### config.mk
export PLATFORM = sky130hd
export DESIGN_NAME = epi_top
export DESIGN_NICKNAME = d
export VERILOG_FILES = /design/src/epi_pkg.sv /design/src/epi_top.sv /design/src/epi_pin_detect.sv
export VERILOG_INCLUDE_DIRS = /design/src
export SDC_FILE = /design/constraint.sdc
export NUM_CORES = 1
export LEC_CHECK = 0
export BUFFER_PORTS_ARGS = -buffer_cell sky130_fd_sc_hd__buf_4
export CAP_MARGIN = 20
export CORE_MARGIN = 4
export CORE_UTILIZATION = 39
export DETAILED_ROUTE_END_ITERATION = 12
export PLACE_DENSITY_LB_ADDON = 0.2
export SYNTH_ARGS = -nofsm -noshare
export SYNTH_HDL_FRONTEND = slang
export SYNTH_SLANG_ARGS = --single-unit
export TNS_END_PERCENT = 10
### constraint.sdc
create_clock -name pclk -period 2.4 [get_ports pclk]
set_input_delay 0.24 -clock pclk [delete_from_list [all_inputs] [get_ports pclk]]
set_output_delay 0.24 -clock pclk [all_outputs]
set_load 0.1 [all_outputs]
### src/epi_consts.svh
// Constants for the external pin interrupt block: offsets, fields, resets, timing.
// Assumes inclusion by the files of this block only; the guard keeps one copy.
`ifndef EPI_CONSTS_SVH
`define EPI_CONSTS_SVH
// Register byte offsets
`define EPI_OFF_CFG_A      12'h000
`define EPI_OFF_CFG_B      12'h004
`define EPI_OFF_IRQ_CTRL   12'h008
`define EPI_OFF_STATUS     12'h00c
`define EPI_OFF_MASK       12'h010
`define EPI_OFF_SKIP       12'h014
// Configuration register fields
`define EPI_CFG_EN_BIT     3
`define EPI_CFG_POL_BIT    2
`define EPI_CFG_BOTH_BIT   1
`define EPI_CFG_SYNC_BIT   0
// Status / mask fields
`define EPI_ST_REQ_A       0
`define EPI_ST_REQ_B       1
// Reset values
`define EPI_CFG_RST        4'h0
`define EPI_CTRL_RST       2'h0
`define EPI_MASK_RST       2'h0
// Least valid level hold, in system clock cycles
`define EPI_HOLD_CYCLES    4
`endif

### src/epi_pkg.sv
// Types shared by the external pin interrupt block.
// Assumes epi_consts.svh is on the include path.
`include "epi_consts.svh"
package epi_pkg;
   typedef logic [3:0] epi_cfg_type;
   typedef enum logic [1:0] {
      EPI_IDLE,
      EPI_ACCESS
   } epi_bus_state_type;
endpackage

### src/epi_top.sv
// External pin interrupt controller with APB register access.
// Assumes an APB master on pclk; pins are asynchronous to pclk.
// Function
// (RULE1) Pin A polarity write may set flag
// (RULE2) Software clears pin A enable first
// (RULE3) Wait one instruction, then skip-test pin A
// (RULE4) No-op follows pin A skip-test
// (RULE5) Pin A input off while enable zero
// (RULE6) Clear pin A bits before backup
// (RULE7) Pin B enable change may set flag
// (RULE8) Software clears pin B enable first
// (RULE9) Wait one instruction, then skip-test pin B
// (RULE10) No-op follows pin B skip-test
// (RULE11) Pin B input off while enable zero
// (RULE12) Clear pin B bits before backup
// (RULE13) Pin B polarity write may set flag
// (RULE14) Flag needs level held four clocks
// (RULE15) Flag cleared on accept or skip
// (RULE16) Bit3 enables, bit2 selects polarity
// (RULE17) Edge taken from gated polarity-adjusted level
//
// Register access over APB and the register offsets are this design's own decisions.
`include "epi_consts.svh"
module epi_top
   import epi_pkg::*;
#(
   parameter int HOLD = `EPI_HOLD_CYCLES
) (
   input  wire logic        pclk,
   input  wire logic        presetn,
   input  wire logic        psel,
   input  wire logic        penable,
   input  wire logic        pwrite,
   input  wire logic [11:0] paddr,
   input  wire logic [31:0] pwdata,
   output logic [31:0]      prdata,
   output logic             pready,
   output logic             pslverr,
   input  wire logic        ext_irq_pin_a,
   input  wire logic        ext_irq_pin_b,
   input  wire logic [1:0]  irq_accept,
   output logic [1:0]       irq_req,
   output logic             irq
);
   logic [1:0]  sync1_r;
   logic [1:0]  sync2_r;
   epi_cfg_type cfg_r [2];
   epi_cfg_type cfg_nxt [2];
   logic [1:0]  ctrl_r;
   logic [1:0]  ctrl_nxt;
   logic [1:0]  flag_r;
   logic [1:0]  flag_nxt;
   logic [1:0]  mask_r;
   logic [1:0]  mask_nxt;
   logic [1:0]  skip_nxt;
   logic [1:0]  req_r;
   logic [1:0]  req_nxt;
   logic        irq_r;
   logic        irq_nxt;
   logic [31:0] prdata_r;
   logic [31:0] prdata_nxt;
   logic        pready_r;
   logic        pready_nxt;
   logic        pslverr_r;
   logic        pslverr_nxt;
   logic [1:0]  edge_hit;
   logic        wr_en;
   logic        rd_en;
   logic        mapped;

   // Address decode used by read and write paths
   function automatic logic is_mapped(input logic [11:0] a);
      return (a == `EPI_OFF_CFG_A) || (a == `EPI_OFF_CFG_B) || (a == `EPI_OFF_IRQ_CTRL) ||
             (a == `EPI_OFF_STATUS) || (a == `EPI_OFF_MASK) || (a == `EPI_OFF_SKIP);
   endfunction

   // Pin synchronisers
   always_ff @(posedge pclk or negedge presetn) begin
      if (!presetn) begin
         sync1_r <= 2'h0;
         sync2_r <= 2'h0;
      end else begin
         sync1_r <= {ext_irq_pin_b, ext_irq_pin_a};
         sync2_r <= sync1_r;
      end
   end

   // One detector per pin
   for (genvar g = 0; g < 2; g++) begin : g_pin
      epi_pin_detect #(.HOLD(HOLD)) u_det (
         .pclk     (pclk),
         .presetn  (presetn),
         .pin_sync (sync2_r[g]),
         .cfg      (cfg_r[g]),
         .edge_det (edge_hit[g])
      );
   end

   // Access phase completes in one cycle; pready high in access phase
   assign wr_en  = psel & penable & pwrite & pready_r;   // Write lands at the edge closing access
   assign rd_en  = psel & ~penable & ~pwrite;
   assign mapped = is_mapped(paddr);

   // Register, flag and bus next-state
   always_comb begin
      cfg_nxt     = cfg_r;
      ctrl_nxt    = ctrl_r;
      mask_nxt    = mask_r;
      flag_nxt    = flag_r;
      skip_nxt    = 2'h0;
      prdata_nxt  = prdata_r;
      pready_nxt  = psel & ~penable;
      pslverr_nxt = psel & ~penable & ~is_mapped(paddr);
      // Skip-test: report flag, clear it if set
      if (psel & ~penable & ~pwrite & (paddr == `EPI_OFF_SKIP)) begin
         skip_nxt = flag_r;
      end
      for (int i = 0; i < 2; i++) begin
         if (skip_nxt[i] | (irq_accept[i] & ctrl_r[i] & flag_r[i])) begin
            flag_nxt[i] = 1'b0;                        // see (RULE15) see (RULE3) see (RULE9)
         end
      end
      if (wr_en & mapped) begin
         case (paddr)
            `EPI_OFF_CFG_A:    cfg_nxt[0] = pwdata[3:0];    // see (RULE2) see (RULE6)
            `EPI_OFF_CFG_B:    cfg_nxt[1] = pwdata[3:0];    // see (RULE8) see (RULE12)
            `EPI_OFF_IRQ_CTRL: ctrl_nxt   = pwdata[1:0];
            `EPI_OFF_MASK:     mask_nxt   = pwdata[1:0];
            `EPI_OFF_STATUS:   flag_nxt   = flag_nxt & ~pwdata[1:0];
            default:           ;
         endcase
      end
      // Set wins over any clear in the same cycle
      flag_nxt = flag_nxt | edge_hit;                  // see (RULE14)
      if (rd_en) begin
         case (paddr)
            `EPI_OFF_CFG_A:    prdata_nxt = {28'h0, cfg_r[0]};
            `EPI_OFF_CFG_B:    prdata_nxt = {28'h0, cfg_r[1]};
            `EPI_OFF_IRQ_CTRL: prdata_nxt = {30'h0, ctrl_r};
            `EPI_OFF_STATUS:   prdata_nxt = {30'h0, flag_r};
            `EPI_OFF_MASK:     prdata_nxt = {30'h0, mask_r};
            `EPI_OFF_SKIP:     prdata_nxt = {30'h0, flag_r}; // see (RULE4) see (RULE10)
            default:           prdata_nxt = 32'h0;
         endcase
      end
      req_nxt = flag_r & ctrl_r;
      irq_nxt = |(flag_r & mask_r);
   end

   // State registers
   always_ff @(posedge pclk or negedge presetn) begin
      if (!presetn) begin
         cfg_r[0]  <= `EPI_CFG_RST;
         cfg_r[1]  <= `EPI_CFG_RST;
         ctrl_r    <= `EPI_CTRL_RST;
         mask_r    <= `EPI_MASK_RST;
         flag_r    <= 2'h0;
         req_r     <= 2'h0;
         irq_r     <= 1'b0;
         prdata_r  <= 32'h0;
         pready_r  <= 1'b0;
         pslverr_r <= 1'b0;
      end else begin
         cfg_r     <= cfg_nxt;
         ctrl_r    <= ctrl_nxt;
         mask_r    <= mask_nxt;
         flag_r    <= flag_nxt;
         req_r     <= req_nxt;
         irq_r     <= irq_nxt;
         prdata_r  <= prdata_nxt;
         pready_r  <= pready_nxt;
         pslverr_r <= pslverr_nxt;
      end
   end

   assign prdata  = prdata_r;
   assign pready  = pready_r;
   assign pslverr = pslverr_r;
   assign irq_req = req_r;
   assign irq     = irq_r;
endmodule // epi_top

### src/epi_pin_detect.sv
// One pin's qualification and edge detection.
// Assumes pin_sync is already synchronised to pclk.
`include "epi_consts.svh"
module epi_pin_detect
   import epi_pkg::*;
#(
   parameter int HOLD = `EPI_HOLD_CYCLES
) (
   input  wire logic        pclk,
   input  wire logic        presetn,
   input  wire logic        pin_sync,
   input  wire epi_cfg_type cfg,
   output logic             edge_det
);
   localparam int CW = $clog2(HOLD + 1);
   logic          stable_r;
   logic          stable_nxt;
   logic          cand_r;
   logic          cand_nxt;
   logic [CW-1:0] cnt_r;
   logic [CW-1:0] cnt_nxt;
   logic          level_r;
   logic          level_nxt;
   logic          eff;

   // Level filter, then gate and polarity, then edge
   always_comb begin
      stable_nxt = stable_r;
      cand_nxt   = cand_r;
      cnt_nxt    = cnt_r;
      if (pin_sync != cand_r) begin
         cand_nxt = pin_sync;
         cnt_nxt  = CW'(1);
      end else if (cnt_r < CW'(HOLD)) begin
         cnt_nxt = cnt_r + CW'(1);
         if (cnt_r + CW'(1) == CW'(HOLD)) begin
            stable_nxt = cand_r;                       // see (RULE14)
         end
      end
      // Disabled input reads low, polarity folds falling onto rising
      eff = cfg[`EPI_CFG_EN_BIT] & (stable_r ~^ cfg[`EPI_CFG_POL_BIT]); // see (RULE5) see (RULE11) see (RULE16) see (RULE17)
      level_nxt = eff;
      // Config changes move eff and so count as edges
      edge_det  = (eff & ~level_r) |
                  (cfg[`EPI_CFG_BOTH_BIT] & ~eff & level_r); // see (RULE1) see (RULE7) see (RULE13)
   end

   // Filter and edge registers
   always_ff @(posedge pclk or negedge presetn) begin
      if (!presetn) begin
         stable_r <= 1'b0;
         cand_r   <= 1'b0;
         cnt_r    <= '0;
         level_r  <= 1'b0;
      end else begin
         stable_r <= stable_nxt;
         cand_r   <= cand_nxt;
         cnt_r    <= cnt_nxt;
         level_r  <= level_nxt;
      end
   end
endmodule // epi_pin_detect

# After elaboration in Yosys (flattened, before gate mapping)
# Index checks and enable logic that the tools add are counted.
# op_classes
add_sub_neg	2
eq_ne	9
n_lt_le_gt_ge	2
n_reduce_logical	16
bitwise_logic	40
muxes	10
# ops
operator	n
$eq A12 B4 Y1 const B	2
$eq A12 B5 Y1 const B	2
$and A1 B1 Y1	20
$pmux W4 S5	1
$eq A12 B3 Y1 const B	1
$logic_not A12 Y1	1
$mux W3	4
$not A1 Y1	9
$reduce_and A2 Y1	4
$add A3 B1 Y3 const B	2
$and A2 B2 Y2	3
$eq A3 B3 Y1 const B	2
$lt A3 B3 Y1 const B	2
$mux W2	3
$reduce_and A3 Y1	2
$logic_or A1 B1 Y1	5
$or A1 B1 Y1	4
$reduce_bool A2 Y1	2
$reduce_or A2 Y1	2
$mux W1	2
$ne A1 B1 Y1	2
$not A2 Y2	1
$or A2 B2 Y2	1
$xnor A1 B1 Y1	2
# word_totals
wordCells	99
input_bits	53
ff_bits	67

# Logic depth before layout (Yosys ltp)
# logic_depth
word_depth	11
mapped_depth	6
mapped_depth_nobuf	5

# Modules after synthesis
# A second synthesis with hierarchy kept.
# unflattened
cells_unflattened	172
area_unflattened_um2	1965.6
# by_module_without_submodules
module	seq_area_each_um2	n_inst	area_each_um2	cells_per_inst
epi_top	675.6	1	1400.1	122
epi_pin_detect	150.1	2	282.8	25

# Least setup slack after synthesis
# No wires, ideal clock.
# synth_path
kind	register to register
startpoint	register pready_r, in the netlist pready
endpoint	register cfg_r[0] (netlist bit)
setup_ps	125
arrival_time_ps	2463
synth_period_minus_slack_ps	2588
path_buffers	1
setup_slack_ps	-188
stages_incl_launch_ff	6
cell_sequence	dfrtp_1 nand4_1 or4_4 or4_1 buf_2 mux2_4
# synth_between
elab_chain_len	3
# synth_rtl
element	line_no	rtl
start: declaration	epi_top.sv:62	logic pready_r;
start signal: assignment	epi_top.sv:171	pready_r <= pready_nxt;
$and A1 B1 Y1	epi_top.sv:100	assign wr_en = psel & penable & pwrite & pready_r;
$and A1 B1 Y1	epi_top.sv:123	if (wr_en & mapped) begin
$reduce_and A2 Y1 (no source line)	-	
end signal: assignment	epi_top.sv:164	cfg_r <= cfg_nxt;
end: declaration	epi_top.sv:47	epi_cfg_type cfg_r [2];
# No other way between the ends.
# A chain may end at the register's enable or synchronous reset.

# Worst setup path in the final report
# Ends and elaborated chain as after synthesis.

==> impl_metrics.csv <==
group,metric,value,unit
synthesis,synth_cell_types,38,
detailed_routing,post-route-drc-count,0,
power_and_ir_drop,leakage,1.11,nW
global_routing,grt_first_pass_wirelength,5.88,mm
global_routing,grt_pass1_vias,1248,
global_routing,grt.total_usage,0.121,
setup_path,critPathLaunchType,"flop",
finish,layout-area-overhead-vs-synth,15.8,%
sta,max_freq,483,MHz
cts,cts.sinks,39,
run,maxCapViolations,0,
sta,rsz0062_at_grt,"false",
sta,finalCriticalPeriod,2.07,ns
cts,insertion_delay,0.29,ns
global_routing,grt_max_degree,40,
placement,portBuffers,33,
cts,htreeDepth,2,
floorplan,start_util,0.415,
floorplan,core_area,0.00488,mm^2
synthesis,yosysWarnings,0,
global_routing,grt_antenna_before_repair,0,
finish,final_cells,289,
sta,finalCritPeriodShare,0.863,
cts,clkTransAtPathRegs,0.07,ns
hold_path,hold_path_class,"input pin to flop",
detailed_routing,vias_per_cell,4.56,
synthesis,avgSynthCellArea,10.9,um^2
sta,slew_viol_final,0,
run_status,status,"finished, final reports clean",
finish,diodes,0,
floorplan,die_h,80.0,um
sta,finalClockSkew,0.00607,ns
setup_path,crit_arrival,2.25,ns
synthesis,synth_edf_count,0,
finish,drive_above_1_share,0.293,
placement,dp_cells,280,
placement,pre_cts_ws,0.110,ns
power_and_ir_drop,powerDensity,732,mW/mm^2
synthesis,ys_seq_area_frac,0.482,
sta,finalSetupTns,0,ns
detailed_routing,drt_iter0_markers,31,
sta,final_hold_viol_count,0,
cts,ctsRootBufferMaster,"clkbuf_8",
finish,nFillCells,468,
setup_path,required,2.58,ns
floorplan,die_w,80.0,um
cts,clk_path_buf_depth,2,
detailed_routing,wl,3.62,mm
sta,setup_violations,0,
setup_path,slowest_stage,"or4_1",
cts,cts_resized,0,
detailed_routing,postRouteAntennaNets,0,
cts,cts_buffers,5,
setup_path,crit_type,"flop to flop",
setup_path,end_kind,"flop",
sta,setup_ws,0.329,ns
synthesis,netlist_area,0.00202,mm^2
placement,place.gp.congestion,0.814,
synthesis,synth_ff_type,"dfrtp_1",
cts,tritoncts,"yes",
detailed_routing,vias,1319,
placement,dp_hpwl,2.76,mm
detailed_routing,dr.pass1.iters,4,
finish,final_cell_mix,"dfrtp_1 (38), buf_4 (37), conb_1 (28)",
global_routing,grt.overflow.total,0,
setup_path,cp_max_fo,4,
setup_path,slowest_delay,0.57,ns
floorplan,rows,25,
floorplan,dieArea,0.00640,mm^2
setup_path,crit_path_cell_trace,"nand4_1, or4_4, or4_1, mux2_4",
setup_path,ff2ff_setup_slack,0.33,ns
finish,mostFrequentLayoutCell,"dfrtp_1",
synthesis,async_reset_ff_frac,1.00,
synthesis,ys_seq_elements,39,
detailed_routing,detail_route.wl_per_cell,12.5,um
finish,fin_nets,278,
floorplan,io_pins,90,
power_and_ir_drop,ir_drop,332,uV
synthesis,synthCells,186,
==> metrics by stage <==
| step | cell area (um^2) | hold WS [ns] | utilization | power, mW |
|---|---|---|---|---|
| CTS | 2340 | 0.0501 | 0.480 | 1.74 |
| global route | 2340 | 0.0399 | 0.480 | 1.83 |
| finish | 2340 | 0.0616 | 0.480 | 1.72 |
| global placement | 2240 | 0.243 | 0.459 | 1.27 |
| floorplan | 2130 | -0.0556 | - | 1.22 |
| detailed placement | 2240 | 0.244 | 0.459 | 1.29 |
==> sequential cells by signal, summed over array words and instances, names as in the netlist <==
name and flops:
irq 1, ctrl_r 2, prdata 4, sync2_r 2, g_pin.u_det.cand_r 2, pready 1
pslverr 1, flag_r 2, cfg_r 8, irq_req 2, g_pin.u_det.cnt_r 6, g_pin.u_det.stable_r 2
mask_r 2, g_pin.u_det.level_r 2, sync1_r 2
==> cell families after synthesis <==
family	share of synthesized area
AND/OR/NAND/NOR	0.150
buffers and inverters	0.129
AO/OA/AOI/OAI	0.0668
multiplexers	0.115
adder cells (fa/ha/maj)	0.0247
XOR/XNOR	0.0303
flip-flops	0.482
other	0.00185
==> worst max-delay path: cells and delay by family, from the launching register on <==
kind,cells,cell delay [ns]
and+or+nand+nor,3,1.24
muxes,1,0.35
DFF,1,0.37
==> area by class of cell <==
| class | count | area [um^2] | area share |
|---|---|---|---|
| flip-flops and latches | 39 | 977 | 0.417 |
| multi-input cells | 133 | 887 | 0.379 |
| repair buffers | 38 | 288 | 0.123 |
| clock buffers | 7 | 86.3 | 0.0369 |
| well taps | 67 | 83.8 | 0.0358 |
| inverters | 4 | 15.0 | 0.00641 |
| clock inverters | 1 | 5.00 | 0.00214 |
==> synth_stat cells, drive strengths merged, types with 2 or more instances <==
master / number / area (um^2)
a31oi: 4 / 25.0
or3: 2 / 12.5
ha: 4 / 50.1
and2: 7 / 43.8
or4: 5 / 41.3
nand3: 3 / 15.0
nor4: 4 / 31.3
inv: 4 / 15.0
nor2b: 4 / 25.0
nor2: 8 / 30.0
nand2b: 2 / 12.5
dfrtp: 39 / 976
mux2: 14 / 173
buf: 30 / 220
clkbuf: 7 / 26.3
a21boi: 2 / 15.0
or3b: 3 / 26.3
nor3: 2 / 10.0
mux2i: 6 / 60.1
nand2: 7 / 26.3
o21ai: 8 / 40.0
a21oi: 6 / 30.0
xnor2: 3 / 26.3
xor2: 4 / 35.0
==> routing by layer <==
metal  GRT usage  share of wire  vias up
met2       0.194           0.49       42
met1       0.145           0.43      621
met3      0.0418          0.072        2
met5           0              0        -
li1            -              -      654
met4      0.0591         0.0094        0
==> timing repair <==
item,4_1_cts,5_1_grt
endpoints found under the hold margin,39,0
setup endpoints to repair,0,0
buffers inserted,0,0
hold buffers,1,0
==> worst paths after layout <==
kind,start,end,depth (start not counted)
setup / recovery,pready,cfg_r[0],4
hold / removal,ext_irq_pin_a,sync1_r[0],1
setup reg to reg,pready,cfg_r[0],4
max in group asynchronous,presetn,pready,2
hold reg to reg,sync1_r[1],sync2_r[1],0
min in group asynchronous,presetn,ctrl_r[1],2
==> power by group <==
group | switching [mW] | internal, mW
clock | 0.215 | 0.232
combinational | 0.365 | 0.132
sequential | 0.0496 | 0.722
(Power assumes the default switching activity.)
